===== src/flag_out_pkg.sv =====
package flag_out_pkg;

  ////////////////////////////////////////////////////////////////////////////
  // Timing of the accumulated time counters.
  localparam longint unsigned CLK_PERIOD_NS = 10;
  localparam longint unsigned NS_PER_S = 1000000000;
  localparam longint unsigned TIME_UNIT_S = 3600;
  localparam logic [63:0] TIME_UNIT_CYCLES = 64'(TIME_UNIT_S * NS_PER_S / CLK_PERIOD_NS);

  ////////////////////////////////////////////////////////////////////////////
  // Register byte offsets.
  localparam logic [7:0] OFS_SEL = 8'h00;
  localparam logic [7:0] OFS_VF = 8'h04;
  localparam logic [7:0] OFS_TORQUE_THR = 8'h08;
  localparam logic [7:0] OFS_TIME_LIM = 8'h0C;
  localparam logic [7:0] OFS_WARN_LVL = 8'h10;
  localparam logic [7:0] OFS_FLAGS = 8'h14;
  localparam logic [7:0] OFS_RUN_HRS = 8'h18;
  localparam logic [7:0] OFS_PWR_HRS = 8'h1C;
  localparam logic [7:0] OFS_IRQ_STS = 8'h20;
  localparam logic [7:0] OFS_IRQ_MASK = 8'h24;

  // Field positions inside the selector register.
  localparam int SEL11_LSB = 0;
  localparam int SEL12_LSB = 8;
  localparam int SELR_LSB = 16;

  // Reset values.
  localparam logic [7:0] SEL_RST = 8'h00;
  localparam logic [7:0] VF_RST = 8'h00;
  localparam logic [15:0] TORQUE_THR_RST = 16'h0064;
  localparam logic [15:0] TIME_LIM_RST = 16'hFFFF;
  localparam logic [15:0] WARN_LVL_RST = 16'h0050;
  localparam logic [5:0] MASK_RST = 6'h00;

  // Curve selection value that enables sensorless vector mode.
  localparam logic [7:0] VF_SENSORLESS_VECTOR = 8'h03;

  ////////////////////////////////////////////////////////////////////////////
  // Output function codes and flag bit positions.
  localparam logic [7:0] FC_OVER_TORQUE = 8'h07;
  localparam logic [7:0] FC_LOW_SUPPLY = 8'h09;
  localparam logic [7:0] FC_TORQUE_LIMIT = 8'h0A;
  localparam logic [7:0] FC_RUN_TIME = 8'h0B;
  localparam logic [7:0] FC_POWERED_TIME = 8'h0C;
  localparam logic [7:0] FC_THERMAL = 8'h0D;
  localparam int FLG_OVER_TORQUE = 0;
  localparam int FLG_LOW = 1;
  localparam int FLG_TLIM = 2;
  localparam int FLG_RUN = 3;
  localparam int FLG_PWR = 4;
  localparam int FLG_THERMAL = 5;
  localparam int NUM_FLAGS = 6;
  localparam int NUM_OUTS = 3;

  // Register bus phase states.
  typedef enum logic [2:0] {
    BUS_IDLE = 3'b001,
    BUS_WDATA = 3'b010,
    BUS_RWAIT = 3'b100
  } bus_state_t;

  // Picks the flag level that a function code names; unknown codes give low.
  function automatic logic flag_of_code(input logic [7:0] code, input logic [NUM_FLAGS-1:0] f);
    case (code)
      FC_OVER_TORQUE: return f[FLG_OVER_TORQUE];
      FC_LOW_SUPPLY: return f[FLG_LOW];
      FC_TORQUE_LIMIT: return f[FLG_TLIM];
      FC_RUN_TIME: return f[FLG_RUN];
      FC_POWERED_TIME: return f[FLG_PWR];
      FC_THERMAL: return f[FLG_THERMAL];
      default: return 1'b0;
    endcase
  endfunction

endpackage


===== src/flag_sel_if.sv =====
`timescale 1ns/1ps
// Carries the flag levels and the three selectors to the router and the levels back.
interface flag_sel_if;
  logic [flag_out_pkg::NUM_FLAGS-1:0] flags;
  logic [flag_out_pkg::NUM_OUTS-1:0][7:0] sel;
  logic [flag_out_pkg::NUM_OUTS-1:0] level;
  modport src (output flags, output sel, input level);
  modport route (input flags, input sel, output level);
endinterface


===== src/drive_status_flag_outputs.sv =====
// Local design decisions: the register addresses and register access over AHB-Lite.
`timescale 1ns/1ps
// Contract
// Over-torque flag high while estimated torque exceeds the torque threshold.
// Over-torque flag only meaningful in sensorless vector mode; held low otherwise.
// Low supply flag follows the undervoltage condition.
// Torque-limit flag follows torque limiting operation.
// Run-time flag high once accumulated running time exceeds the time limit.
// Powered-time flag high once accumulated powered time exceeds the same limit.
// Thermal warning flag high while thermal level exceeds the warning level.
// Any flag may be routed to output 11, output 12 or the relay.
// Lift controllers end braking on over-torque and begin it on frequency arrival.
// Each output carries its selected flag, re-evaluated every control cycle.
module drive_status_flag_outputs #(
  parameter logic [63:0] TIME_UNIT_CYCLES = flag_out_pkg::TIME_UNIT_CYCLES,
  parameter int LEVEL_W = 16
) (
  input wire logic REF_CLK,
  input wire logic SYS_RST,
  input wire logic CE,
  input wire logic HSEL,
  input wire logic [31:0] HADDR,
  input wire logic [1:0] HTRANS,
  input wire logic HWRITE,
  input wire logic [2:0] HSIZE,
  input wire logic [31:0] HWDATA,
  input wire logic HREADY,
  output logic [31:0] HRDATA,
  output logic HREADYOUT,
  output logic HRESP,
  input wire logic [LEVEL_W-1:0] TORQUE_EST,
  input wire logic UNDERVOLT,
  input wire logic TORQUE_LIMITING,
  input wire logic MOTOR_RUNNING,
  input wire logic [LEVEL_W-1:0] THERMAL_LEVEL,
  output logic OUT11,
  output logic OUT12,
  output logic RELAY,
  output logic IRQ
);

  ////////////////////////////////////////////////////////////////////////////
  // State of the block.
  typedef struct packed {
    logic [7:0] sel11;
    logic [7:0] sel12;
    logic [7:0] selr;
    logic [7:0] vf;
    logic [LEVEL_W-1:0] torque_thr;
    logic [15:0] time_lim;
    logic [LEVEL_W-1:0] warn_lvl;
    logic [flag_out_pkg::NUM_FLAGS-1:0] flags;
    logic [flag_out_pkg::NUM_FLAGS-1:0] irq_sts;
    logic [flag_out_pkg::NUM_FLAGS-1:0] irq_mask;
    flag_out_pkg::bus_state_t bst;
    logic [7:0] addr;
    logic [31:0] rdata;
    logic ready;
    logic resp;
    logic irq;
    logic out11;
    logic out12;
    logic relay;
  } state_t;

  localparam state_t ST_RST = '{
    sel11: flag_out_pkg::SEL_RST,
    sel12: flag_out_pkg::SEL_RST,
    selr: flag_out_pkg::SEL_RST,
    vf: flag_out_pkg::VF_RST,
    torque_thr: LEVEL_W'(flag_out_pkg::TORQUE_THR_RST),
    time_lim: flag_out_pkg::TIME_LIM_RST,
    warn_lvl: LEVEL_W'(flag_out_pkg::WARN_LVL_RST),
    flags: '0,
    irq_sts: '0,
    irq_mask: flag_out_pkg::MASK_RST,
    bst: flag_out_pkg::BUS_IDLE,
    addr: 8'h00,
    rdata: 32'h00000000,
    ready: 1'b1,
    resp: 1'b0,
    irq: 1'b0,
    out11: 1'b0,
    out12: 1'b0,
    relay: 1'b0
  };

  state_t st_reg;
  state_t st_next;
  logic [15:0] run_hours;
  logic [15:0] pwr_hours;
  logic [flag_out_pkg::NUM_FLAGS-1:0] flags_now;
  logic accept;

  flag_sel_if fsel();

  ////////////////////////////////////////////////////////////////////////////
  // Accumulated running time and accumulated powered time.
  hour_accum #(.UNIT_CYCLES(TIME_UNIT_CYCLES), .WIDTH(16)) u_run (
    .clk(REF_CLK),
    .rst(SYS_RST),
    .ce(CE),
    .en(MOTOR_RUNNING),
    .units(run_hours)
  );

  hour_accum #(.UNIT_CYCLES(TIME_UNIT_CYCLES), .WIDTH(16)) u_pwr (
    .clk(REF_CLK),
    .rst(SYS_RST),
    .ce(CE),
    .en(1'b1),
    .units(pwr_hours)
  );

  // The router picks each output's flag from the registered flag set.
  assign fsel.flags = st_reg.flags;
  assign fsel.sel[0] = st_reg.sel11;
  assign fsel.sel[1] = st_reg.sel12;
  assign fsel.sel[2] = st_reg.selr;

  flag_route u_route (
    .rt(fsel)
  );

  ////////////////////////////////////////////////////////////////////////////
  // Flag comparisons, evaluated fresh from the inputs every cycle.
  always_comb begin
    flags_now = '0;
    flags_now[flag_out_pkg::FLG_OVER_TORQUE] = (st_reg.vf == flag_out_pkg::VF_SENSORLESS_VECTOR)
                                              && (TORQUE_EST > st_reg.torque_thr);
    flags_now[flag_out_pkg::FLG_LOW] = UNDERVOLT;
    flags_now[flag_out_pkg::FLG_TLIM] = TORQUE_LIMITING;
    flags_now[flag_out_pkg::FLG_RUN] = run_hours > st_reg.time_lim;
    flags_now[flag_out_pkg::FLG_PWR] = pwr_hours > st_reg.time_lim;
    flags_now[flag_out_pkg::FLG_THERMAL] = THERMAL_LEVEL > st_reg.warn_lvl;
  end

  // Returns the word a read of the given offset shows.
  function automatic logic [31:0] read_word(input logic [7:0] a, input state_t s,
                                            input logic [15:0] rh, input logic [15:0] ph);
    logic [31:0] w;
    w = 32'h00000000;
    case (a)
      flag_out_pkg::OFS_SEL: w = {8'h00, s.selr, s.sel12, s.sel11};
      flag_out_pkg::OFS_VF: w[7:0] = s.vf;
      flag_out_pkg::OFS_TORQUE_THR: w[LEVEL_W-1:0] = s.torque_thr;
      flag_out_pkg::OFS_TIME_LIM: w[15:0] = s.time_lim;
      flag_out_pkg::OFS_WARN_LVL: w[LEVEL_W-1:0] = s.warn_lvl;
      flag_out_pkg::OFS_FLAGS: w = {21'h0, s.relay, s.out12, s.out11, 2'h0, s.flags};
      flag_out_pkg::OFS_RUN_HRS: w[15:0] = rh;
      flag_out_pkg::OFS_PWR_HRS: w[15:0] = ph;
      flag_out_pkg::OFS_IRQ_STS: w[flag_out_pkg::NUM_FLAGS-1:0] = s.irq_sts;
      flag_out_pkg::OFS_IRQ_MASK: w[flag_out_pkg::NUM_FLAGS-1:0] = s.irq_mask;
      default: w = 32'h00000000;
    endcase
    return w;
  endfunction

  assign accept = HSEL && HREADY && HTRANS[1];

  ////////////////////////////////////////////////////////////////////////////
  // Next state: bus slave, register writes, flags, interrupts and outputs.
  always_comb begin
    logic rd_now;
    logic [7:0] rd_addr;
    logic [flag_out_pkg::NUM_FLAGS-1:0] sts;
    rd_now = 1'b0;
    rd_addr = 8'h00;
    sts = st_reg.irq_sts;
    st_next = st_reg;
    if (CE) begin
      // Bus phases; a read that meets a pending write waits one cycle.
      case (st_reg.bst)
        flag_out_pkg::BUS_IDLE: begin
          if (accept && HWRITE) begin
            st_next.addr = {HADDR[7:2], 2'b00};
            st_next.bst = flag_out_pkg::BUS_WDATA;
          end else if (accept) begin
            rd_now = 1'b1;
            rd_addr = {HADDR[7:2], 2'b00};
          end
        end
        flag_out_pkg::BUS_WDATA: begin
          case (st_reg.addr)
            flag_out_pkg::OFS_SEL: begin
              st_next.sel11 = HWDATA[flag_out_pkg::SEL11_LSB +: 8];
              st_next.sel12 = HWDATA[flag_out_pkg::SEL12_LSB +: 8];
              st_next.selr = HWDATA[flag_out_pkg::SELR_LSB +: 8];
            end
            flag_out_pkg::OFS_VF: st_next.vf = HWDATA[7:0];
            flag_out_pkg::OFS_TORQUE_THR: st_next.torque_thr = HWDATA[LEVEL_W-1:0];
            flag_out_pkg::OFS_TIME_LIM: st_next.time_lim = HWDATA[15:0];
            flag_out_pkg::OFS_WARN_LVL: st_next.warn_lvl = HWDATA[LEVEL_W-1:0];
            flag_out_pkg::OFS_IRQ_MASK: st_next.irq_mask = HWDATA[flag_out_pkg::NUM_FLAGS-1:0];
            default: st_next.addr = st_reg.addr;
          endcase
          if (accept && HWRITE) begin
            st_next.addr = {HADDR[7:2], 2'b00};
          end else if (accept) begin
            st_next.addr = {HADDR[7:2], 2'b00};
            st_next.ready = 1'b0;
            st_next.bst = flag_out_pkg::BUS_RWAIT;
          end else begin
            st_next.bst = flag_out_pkg::BUS_IDLE;
          end
        end
        flag_out_pkg::BUS_RWAIT: begin
          rd_now = 1'b1;
          rd_addr = st_reg.addr;
          st_next.ready = 1'b1;
          st_next.bst = flag_out_pkg::BUS_IDLE;
        end
        default: begin
          st_next.ready = 1'b1;
          st_next.bst = flag_out_pkg::BUS_IDLE;
        end
      endcase
      if (rd_now) begin
        st_next.rdata = read_word(rd_addr, st_reg, run_hours, pwr_hours);
        if (rd_addr == flag_out_pkg::OFS_IRQ_STS) begin
          sts = '0;
        end
      end
      st_next.resp = 1'b0;
      // Flags and routed outputs are refreshed every enabled cycle.
      st_next.flags = flags_now;
      st_next.out11 = fsel.level[0];
      st_next.out12 = fsel.level[1];
      st_next.relay = fsel.level[2];
      // A rising flag sets its sticky bit; the set wins over a read clear.
      st_next.irq_sts = sts | (flags_now & ~st_reg.flags);
      st_next.irq = |(st_next.irq_sts & st_next.irq_mask);
    end
  end

  // Registers the whole state; reset is synchronous.
  always_ff @(posedge REF_CLK) begin
    if (SYS_RST) begin
      st_reg <= ST_RST;
    end else begin
      st_reg <= st_next;
    end
  end

  // Every output comes straight from the state register.
  assign HRDATA = st_reg.rdata;
  assign HREADYOUT = st_reg.ready;
  assign HRESP = st_reg.resp;
  assign OUT11 = st_reg.out11;
  assign OUT12 = st_reg.out12;
  assign RELAY = st_reg.relay;
  assign IRQ = st_reg.irq;
endmodule


===== src/flag_route.sv =====
`timescale 1ns/1ps
// Routes the flag that each selector names onto its output level.
module flag_route (
  flag_sel_if.route rt
);

  genvar g;
  generate
    for (g = 0; g < flag_out_pkg::NUM_OUTS; g++) begin : g_out
      assign rt.level[g] = flag_out_pkg::flag_of_code(rt.sel[g], rt.flags);
    end
  endgenerate

endmodule


===== src/hour_accum.sv =====
`timescale 1ns/1ps
// Counts whole time units while enabled and saturates at the top.
module hour_accum #(
  parameter logic [63:0] UNIT_CYCLES = flag_out_pkg::TIME_UNIT_CYCLES,
  parameter int WIDTH = 16
) (
  input wire logic clk,
  input wire logic rst,
  input wire logic ce,
  input wire logic en,
  output logic [WIDTH-1:0] units
);

  typedef struct packed {
    logic [63:0] tick;
    logic [WIDTH-1:0] units;
  } acc_t;

  acc_t acc_reg;
  acc_t acc_next;

  // Advances the sub-unit tick and carries into the unit count.
  always_comb begin
    acc_next = acc_reg;
    if (ce && en) begin
      if (acc_reg.tick >= UNIT_CYCLES - 64'h1) begin
        acc_next.tick = 64'h0;
        if (acc_reg.units != {WIDTH{1'b1}}) begin
          acc_next.units = acc_reg.units + 1'b1;
        end
      end else begin
        acc_next.tick = acc_reg.tick + 64'h1;
      end
    end
  end

  // Registers the counter state.
  always_ff @(posedge clk) begin
    if (rst) begin
      acc_reg <= '0;
    end else begin
      acc_reg <= acc_next;
    end
  end

  assign units = acc_reg.units;

endmodule


===== config.mk =====
export PLATFORM = sky130hd
export DESIGN_NAME = drive_status_flag_outputs
export DESIGN_NICKNAME = d
export VERILOG_FILES = /design/src/flag_out_pkg.sv /design/src/flag_sel_if.sv /design/src/drive_status_flag_outputs.sv /design/src/flag_route.sv /design/src/hour_accum.sv
export SDC_FILE = /design/constraint.sdc
export NUM_CORES = 1
export LEC_CHECK = 0
export BUFFER_PORTS_ARGS = -buffer_cell sky130_fd_sc_hd__buf_2
export CAP_MARGIN = 10
export CORE_ASPECT_RATIO = 0.7
export CORE_UTILIZATION = 50
export DETAILED_ROUTE_END_ITERATION = 6
export HOLD_SLACK_MARGIN = 0.06
export PLACE_DENSITY = 0.72
export SLEW_MARGIN = 20
export SYNTH_ARGS = -nofsm -noshare
export SYNTH_HDL_FRONTEND = slang
export SYNTH_SLANG_ARGS = --single-unit

===== constraint.sdc =====
create_clock -name REF_CLK -period 3.1 [get_ports REF_CLK]
set_input_delay 0.62 -clock REF_CLK [delete_from_list [all_inputs] [get_ports REF_CLK]]
set_output_delay 0.62 -clock REF_CLK [all_outputs]
set_load 0.005 [all_outputs]

==> impl_metrics.sql, run 1 <==
INSERT INTO impl_metrics (metric_group, metric, value, unit) VALUES
('final_layout', 'final_util', '0.578', ''),
('synth', 'synth_top_cell_area_share', '0.384', ''),
('run_status', 'failing_checks', 'DRC', ''),
('clock_network', 'root_buffer', 'sky130_fd_sc_hd__clkbuf_16', ''),
('synth', 'synth_sequential_area_ratio', '0.384', ''),
('global_routing', 'gr-usage-all-layers', '0.277', ''),
('placement', 'place.port_buffers', '100', ''),
('hold_path', 'hp-class', 'in -> reg', ''),
('synth', 'synth_enable_flop_cells', '0', ''),
('final_layout', 'finalNonFillerCells', '2362', ''),
('placement', 'place.detailed.hpwl', '31900', 'um'),
('clock_network', 'numCtsBuffers', '30', ''),
('floorplan', 'fp.coreArea', '30200', 'sq um'),
('global_routing', 'grt_max_degree', '64', ''),
('setup_path', 'timing_worst_setup_path_type', 'reg -> reg', ''),
('floorplan', 'dieHeight', '149', 'um'),
('routing', 'routed_wire_length_per_instance', '18.5', 'um'),
('synth', 'synth.cell_area', '15500', 'sq um'),
('clock_network', 'post_cts_resized', '0', ''),
('power', 'vdd_ir_drop_max', '393', 'uV'),
('floorplan', 'floorplan.initialDensity', '0.512', ''),
('floorplan', 'rows', '53', ''),
('sta', 'relSlewSlack', '0.224', ''),
('setup_path', 'cp_data_arrival_time', '3.41', 'ns'),
('clock_network', 'cts-htree-levels', '1', ''),
('synth', 'synth_seq_cells', '296', ''),
('setup_path', 'critPathMostFrequentCell', 'sky130_fd_sc_hd__a2111oi_0', ''),
('synth', 'ys.warnings.count', '0', ''),
('power', 'p_leak', '0.00678', 'uW'),
('floorplan', 'horizontal_extent_of_the_die', '212', 'um'),
('routing', 'via_per_inst', '5.96', ''),
('sta', 'fin_setup_tns', '0', 'ns'),
('flow_run', 'cap_viol_max_count', '0', ''),
('clock_network', 'cts_sinks', '296', ''),
('setup_path', 'worst_path_max_delay_cell', 'sky130_fd_sc_hd__a2111oi_0', ''),
('global_routing', 'number_of_antenna_violations_at_the_first_check_in_global_routing', '0', ''),
('synth', 'synthArstFlopShare', '0', ''),
('placement', 'placed_cells', '2311', ''),
('clock_network', 'cts_tree', 'built', ''),
('final_layout', 'drive_gt1_frac', '0.125', ''),
('setup_path', 'cp_max_fo', '63', ''),
('sta', 'achievable-frequency', '345', 'MHz'),
('setup_path', 'worst_setup_path_start_kind', 'register', ''),
('setup_path', 'worst_setup_path_end_kind', 'register', ''),
('sta', 'finalHoldWorstSlack', '0.279', 'ns'),
('setup_path', 'critical_path.top_delay_family', 'compound AO/OA/AOI/OAI gates', ''),
('routing', 'drc', '18', ''),
('clock_network', 'hold_buffers', '0', ''),
('setup_path', 'slowest_delay', '0.59', 'ns'),
('global_routing', 'globalRoute.totalOverflow', '0', ''),
('sta', 'fin_worst_skew', '0.0154', 'ns'),
('clock_network', 'post_cts_buffers', '0', ''),
('run_status', 'outcome', 'finished, violations left', ''),
('routing', 'routed_wl', '43700', 'um'),
('sta', 'final-setup-viol-count', '0', ''),
('final_layout', 'nNetsFinal', '2109', ''),
('setup_path', 'timing.critical_path.buf_inv', '1', ''),
('routing', 'drt_first_iter_violations', '1801', ''),
('global_routing', 'first_global_vias', '13072', ''),
('routing', 'drt-pass1-iter-count', '7', ''),
('setup_path', 'critical_path.cell_chain', 'or4_1, a2111oi_0, a2111oi_0, o21a_1, o21ai_1, nand2_2, buf_12, nor3_1', ''),
('synth', 'netlist.top_cell.by_area', 'sky130_fd_sc_hd__dfxtp_1', ''),
('sta', 'tightest_slew', '1.16', 'ns'),
('sta', 'setup_slack', '0.197', 'ns'),
('final_layout', 'n_antenna_cell', '0', ''),
('sta', 'final-hold-violation-count', '0', ''),
('synth', 'synth_top_cells_by_area', 'sky130_fd_sc_hd__dfxtp_1 38%, sky130_fd_sc_hd__nor2_1 5.6%, sky130_fd_sc_hd__ha_1 5.5%', ''),
('synth', 'syn-instance-count', '1849', ''),
('routing', 'vias', '14075', ''),
('sta', 'finalMaxSlewViolations', '0', ''),
('synth', 'ys.flop_type', 'sky130_fd_sc_hd__dfxtp_1', '');
worst paths after layout:
path	depth (start not counted)	end	slack, ns	startpoint
worst max-delay path	8	u_run.acc_reg[28]$_SDFFE_PP0P_	0.20	u_run.acc_reg[28]$_SDFFE_PP0P_
worst min-delay path	3	fsel.sel[16]$_SDFFE_PP0P_	0.28	HWDATA[16]
worst max register to register	8	u_run.acc_reg[28]$_SDFFE_PP0P_	0.20	u_run.acc_reg[28]$_SDFFE_PP0P_
worst min register to register	2	HRDATA[20]$_SDFFE_PP0P_	0.45	HRDATA[20]$_SDFFE_PP0P_
synthesized netlist by cell type (all sizes together) (12+ instances only):
| master | n |
|---|---|
| dfxtp | 296 |
| nor2 | 230 |
| nand2 | 204 |
| a21oi | 103 |
| nand3 | 87 |
| inv | 77 |
| xor2 | 69 |
| ha | 68 |
| buf | 60 |
| clkbuf | 55 |
| mux2i | 55 |
| nand4 | 54 |
| and3 | 45 |
| o21ai | 40 |
| nor4 | 36 |
| xnor2 | 36 |
| nor3 | 29 |
| a22oi | 27 |
| a31oi | 20 |
| o211ai | 20 |
| a222oi | 18 |
| o31ai | 18 |
| or4 | 17 |
| and4 | 16 |
| a221oi | 15 |
| a21o | 13 |
| and2 | 13 |
| or3 | 12 |
routing by layer:
metal | global-route usage | vias to the layer above | wire [um]
met1 | 0.406 | 6684 | 20700
li1 | - | 6786 | -
met3 | 0.0758 | 81 | 4280
met2 | 0.399 | 524 | 17900
met5 | 0 | - | 0
met4 | 0.0645 | 0 | 888
cell usage in the layout, fill, tap and decap left out, types with 17 or more instances in the layout:
| master | n |
|---|---|
| sky130_fd_sc_hd__dfxtp_1 | 296 |
| sky130_fd_sc_hd__nor2_1 | 229 |
| sky130_fd_sc_hd__nand2_1 | 202 |
| sky130_fd_sc_hd__a21oi_1 | 103 |
| sky130_fd_sc_hd__buf_2 | 99 |
| sky130_fd_sc_hd__nand3_1 | 87 |
| sky130_fd_sc_hd__inv_1 | 76 |
| sky130_fd_sc_hd__xor2_1 | 69 |
| sky130_fd_sc_hd__ha_1 | 68 |
| sky130_fd_sc_hd__mux2i_1 | 55 |
| sky130_fd_sc_hd__buf_4 | 54 |
| sky130_fd_sc_hd__nand4_1 | 53 |
| sky130_fd_sc_hd__and3_1 | 45 |
| sky130_fd_sc_hd__xnor2_1 | 36 |
| sky130_fd_sc_hd__clkbuf_16 | 31 |
| sky130_fd_sc_hd__nor4_1 | 29 |
| sky130_fd_sc_hd__a22oi_1 | 27 |
| sky130_fd_sc_hd__nor3_1 | 26 |
| sky130_fd_sc_hd__o21ai_0 | 26 |
| sky130_fd_sc_hd__a31oi_1 | 20 |
| sky130_fd_sc_hd__o211ai_1 | 19 |
| sky130_fd_sc_hd__o31ai_1 | 18 |
| sky130_fd_sc_hd__a222oi_1 | 18 |
| sky130_fd_sc_hd__or4_1 | 17 |
area by class of cell:
| type | instances | area [sq um] | share of cell area |
|---|---|---|---|
| clock inverter | 4 | 73.8 | 0.00423 |
| multi-input combinational | 1369 | 8720 | 0.500 |
| clock buffer | 47 | 926 | 0.0531 |
| tap | 412 | 515 | 0.0296 |
| sequential | 296 | 5930 | 0.340 |
| timing repair buffer | 157 | 981 | 0.0563 |
| inverter | 77 | 289 | 0.0166 |
stage by stage:
stage	power, uW	area (sq um)
after floorplan	4260	15500
after global placement	4430	16400
after detailed placement	4450	16400
after CTS	8140	17400
after global routing	8360	17400
final	8090	17400
worst min-delay path, delay by kind of cell:
family          cells  cell delay [ns]
buf+inv             1             0.09
compound gates      1             0.05
simple gates        1             0.04
kinds of logic after synthesis:
family / count (synthesis) / share of synthesized area
xor gates and xnor gates: 105 / 0.0595
and+or+nand+nor: 788 / 0.252
muxes: 65 / 0.0429
AOI/OAI and AO/OA: 334 / 0.149
DFF: 296 / 0.384
other: 1 / 0.000243
buffers and inverters: 192 / 0.0573
adders and majority gates: 68 / 0.0551
power breakdown:
| part | switching [uW] | internal (uW) | leakage (uW) |
|---|---|---|---|
| combinational | 313 | 180 | 0.00390 |
| sequential | 49.6 | 3830 | 0.00239 |
| clock | 1520 | 2190 | 0.000491 |
No activity file was read; power rests on OpenSTA's default activity.
==> inputs of run 2 (changes only) <==
clock period = 3.7 ns   (was 3.1 ns; I/O delays follow)
==> run 2 against run 1 <==
The flow still finishes with violations (DRC). Non-clock buffer count is 21 lower. Clock power shrank 12%. Power shrank 15%. Worst hold slack gained 0.14 ns. Die area did not move. Critical path type unchanged. Highest routed layer unchanged.
==> impl_metrics.sql, run 2 (synthesized netlist as in run 1, its figures left out) <==
INSERT INTO impl_metrics (metric_group, metric, value, unit) VALUES
('run_status', 'outcome', 'finished, violations left', ''),
('run_status', 'failing_checks', 'DRC', ''),
('power', 'power_frac_clock', '0.471', ''),
('sta', 'tightest_slew', '0.973', 'ns'),
('power', 'pwr-share-comb', '0.057', ''),
('floorplan', 'boundaryPins', '148', ''),
('power', 'p_sw', '1610', 'uW'),
('setup_path', 'path_depth', '7', ''),
('placement', 'placed_cells', '2290', ''),
('setup_path', 'worst_path_max_delay_cell', 'sky130_fd_sc_hd__a2111oi_4', ''),
('sta', 'setup_slack', '0.621', 'ns'),
('power', 'intPower', '5290', 'uW'),
('sta', 'finalMaxSlewViolations', '0', ''),
('routing', 'antenna_violating_nets_post_route', '0', ''),
('setup_path', 'critical_path.cell_chain', 'nand4_2, nor4_1, o2111ai_1, a2111oi_4, o21ai_2, nor4_1, mux2_1', ''),
('sta', 'grt_setup_unrepaired', 'false', ''),
('final_layout', 'most-common-layout-cells', '296 x sky130_fd_sc_hd__dfxtp_1, 229 x sky130_fd_sc_hd__nor2_1, 202 x sky130_fd_sc_hd__nand2_1', ''),
('clock_network', 'hold_buffers', '0', ''),
('placement', 'dpl_cell_area', '16200', 'sq um'),
('sta', 'relSlewSlack', '0.351', ''),
('global_routing', 'globalRoute.totalOverflow', '0', ''),
('final_layout', 'n_antenna_cell', '0', ''),
('floorplan', 'dieArea', '31600', 'sq um'),
('final_layout', 'final_util', '0.572', ''),
('sta', 'period_minus_slack', '3.08', 'ns'),
('setup_path', 'crit-reg2reg-capture', 'u_pwr.units[10]$_SDFFE_PP0P_', ''),
('setup_path', 'rr_startpoint', 'u_pwr.acc_reg[21]$_SDFFE_PP0P_', ''),
('setup_path', 'slack_of_the_worst_reg_to_reg_path', '0.62', 'ns'),
('global_routing', 'grt_pass1_wl', '68500', 'um'),
('power', 'switching_fraction_of_total_power', '0.234', ''),
('clock_network', 'max-clock-path-buffers', '3', ''),
('setup_path', 'cp_data_arrival_time', '3.52', 'ns'),
('routing', 'drc', '21', ''),
('hold_path', 'min_to', 'fsel.sel[22]$_SDFFE_PP0P_', ''),
('global_routing', 'gr-usage-all-layers', '0.271', ''),
('routing', 'drt-pass1-iter-count', '7', ''),
('floorplan', 'dieHeight', '149', 'um'),
('setup_path', 'timing_worst_setup_path_type', 'reg -> reg', ''),
('clock_network', 'numCtsBuffers', '29', ''),
('clock_network', 'cts-htree-levels', '1', ''),
('setup_path', 'slowest_delay', '0.53', 'ns'),
('hold_path', 'hp-class', 'in -> reg', ''),
('clock_network', 'clkLatencyLatePin', '0.57', 'ns'),
('power', 'vdd_ir_drop_max', '296', 'uV'),
('clock_network', 'cts_tree', 'built', ''),
('setup_path', 'timing.reg2reg.worst_path_depth', '7', ''),
('routing', 'routed_wire_length_per_instance', '18.2', 'um'),
('placement', 'place_congestion', '0.990', ''),
('placement', 'dp_slack', '0.409', 'ns'),
('setup_path', 'worst_setup_path_end_kind', 'register', ''),
('flow_run', 'cap_viol_max_count', '0', ''),
('setup_path', 'worst_setup_path_start_kind', 'register', ''),
('sta', 'fin_worst_skew', '0.0191', 'ns'),
('setup_path', 'critical_path.top_delay_family', 'compound AO/OA/AOI/OAI gates', ''),
('clock_network', 'post_cts_buffers', '0', ''),
('floorplan', 'horizontal_extent_of_the_die', '212', 'um'),
('final_layout', 'largest_reg_flops', '77', ''),
('hold_path', 'whs_path_cells', '3', ''),
('final_layout', 'nNetsFinal', '2087', ''),
('sta', 'final-setup-viol-count', '0', ''),
('sta', 'fin_setup_tns', '0', 'ns'),
('clock_network', 'root_buffer', 'sky130_fd_sc_hd__clkbuf_16', ''),
('global_routing', 'grt_max_degree', '123', ''),
('global_routing', 'number_of_antenna_violations_at_the_first_check_in_global_routing', '0', ''),
('floorplan', 'floorplan.initialDensity', '0.512', ''),
('final_layout', 'drive_gt1_frac', '0.118', ''),
('power', 'p_seq_frac', '0.472', ''),
('sta', 'achievable-frequency', '325', 'MHz'),
('clock_network', 'cts_sinks', '296', ''),
('power', 'p_leak', '0.00668', 'uW'),
('routing', 'vias', '13913', ''),
('routing', 'routed_wl', '42600', 'um'),
('final_layout', 'finish.instance_area', '17300', 'sq um'),
('clock_network', 'post_cts_resized', '0', ''),
('clock_network', 'path_clk_slew', '0.06', 'ns'),
('global_routing', 'first_global_vias', '12727', ''),
('floorplan', 'rows', '53', ''),
('routing', 'drt_first_iter_violations', '1447', ''),
('final_layout', 'layout.filler_cells', '2788', ''),
('setup_path', 'timing.critical_path.from', 'u_pwr.acc_reg[21]$_SDFFE_PP0P_', ''),
('final_layout', 'layout-area-overhead-vs-synth', '11.7', '%'),
('final_layout', 'finalNonFillerCells', '2342', ''),
('setup_path', 'critPathMostFrequentCell', 'sky130_fd_sc_hd__nor4_1', ''),
('placement', 'place.detailed.hpwl', '31000', 'um'),
('floorplan', 'fp.coreArea', '30200', 'sq um'),
('final_layout', 'final_common_cell', 'sky130_fd_sc_hd__dfxtp_1', ''),
('sta', 'min_period_over_period', '0.832', ''),
('setup_path', 'cp_max_fo', '24', ''),
('setup_path', 'cp_data_required_time', '4.14', 'ns'),
('setup_path', 'timing.critical_path.buf_inv', '0', ''),
('sta', 'final-hold-violation-count', '0', ''),
('placement', 'place.port_buffers', '100', ''),
('routing', 'via_per_inst', '5.94', ''),
('power', 'power.density_cell_area', '400', 'nW/um^2'),
('hold_path', 'worst_hold_startpoint', 'HWDATA[22]', '');
[run 2: cell types whose count changed in the layout (fill, tap and decap cells not counted), moves of 2 or more]
| cell | before | now |
|---|---|---|
| sky130_fd_sc_hd__clkinv_2 | 1 | 11 |
| sky130_fd_sc_hd__buf_12 | 4 | 2 |
| sky130_fd_sc_hd__bufinv_16 | 2 | 7 |
| sky130_fd_sc_hd__clkbuf_8 | 9 | 1 |
| sky130_fd_sc_hd__buf_4 | 54 | 35 |
| sky130_fd_sc_hd__clkbuf_16 | 31 | 29 |
| sky130_fd_sc_hd__clkbuf_1 | 7 | 1 |
| sky130_fd_sc_hd__clkinvlp_4 | 0 | 2 |
[run 2: area by class of cell]
type	count	area, sq um	area share
tap	412	515	0.0299
inverter	77	289	0.0167
timing repair buffer	136	798	0.0462
multi-input combinational	1369	8700	0.504
clock inverter	21	289	0.0167
sequential	296	5930	0.343
clock buffer	31	743	0.0430
[run 2: power by group through the flow]
stage          clock [uW]  combinational [uW]  sequential [uW]
2_1_floorplan           0                 274             3300
6_report             3260                 395             3260
5_1_grt              3440                 431             3260
3_3_place_gp            0                 380             3330
4_1_cts              3300                 390             3260
3_5_place_dp            0                 389             3330
[run 2: how the worst max path moves through the flow]
| stage | slack (ns) | endpoint |
|---|---|---|
| floorplan | 1.00 | u_run.acc_reg[69]$_SDFFE_PP0P_ |
| global placement | 0.49 | HRDATA[7]$_SDFFE_PP0P_ |
| detailed placement | 0.41 | HRDATA[7]$_SDFFE_PP0P_ |
| CTS | 0.64 | u_pwr.units[10]$_SDFFE_PP0P_ |
| global route | 0.39 | u_run.acc_reg[28]$_SDFFE_PP0P_ |
| finish | 0.62 | u_pwr.units[10]$_SDFFE_PP0P_ |
[run 2: worst min-delay path, cell delays in order]
cell                      delay [ns]
sky130_fd_sc_hd__buf_2          0.09
sky130_fd_sc_hd__nand2_1        0.04
sky130_fd_sc_hd__a21oi_1        0.05
[run 2: through the flow]
step | hold slack (ns) | power (uW)
floorplan | 0.427 | 3570
global placement | 0.437 | 3710
detailed placement | 0.442 | 3720
CTS | 0.400 | 6950
global route | 0.418 | 7130
finish | 0.419 | 6910
[run 2: layer usage]
layer	part of all wire	GRT usage	up-vias
li1	-	-	6740
met5	0	0	-
met1	0.48	0.408	6602
met3	0.094	0.0602	57
met2	0.41	0.390	514
met4	0.016	0.0533	0
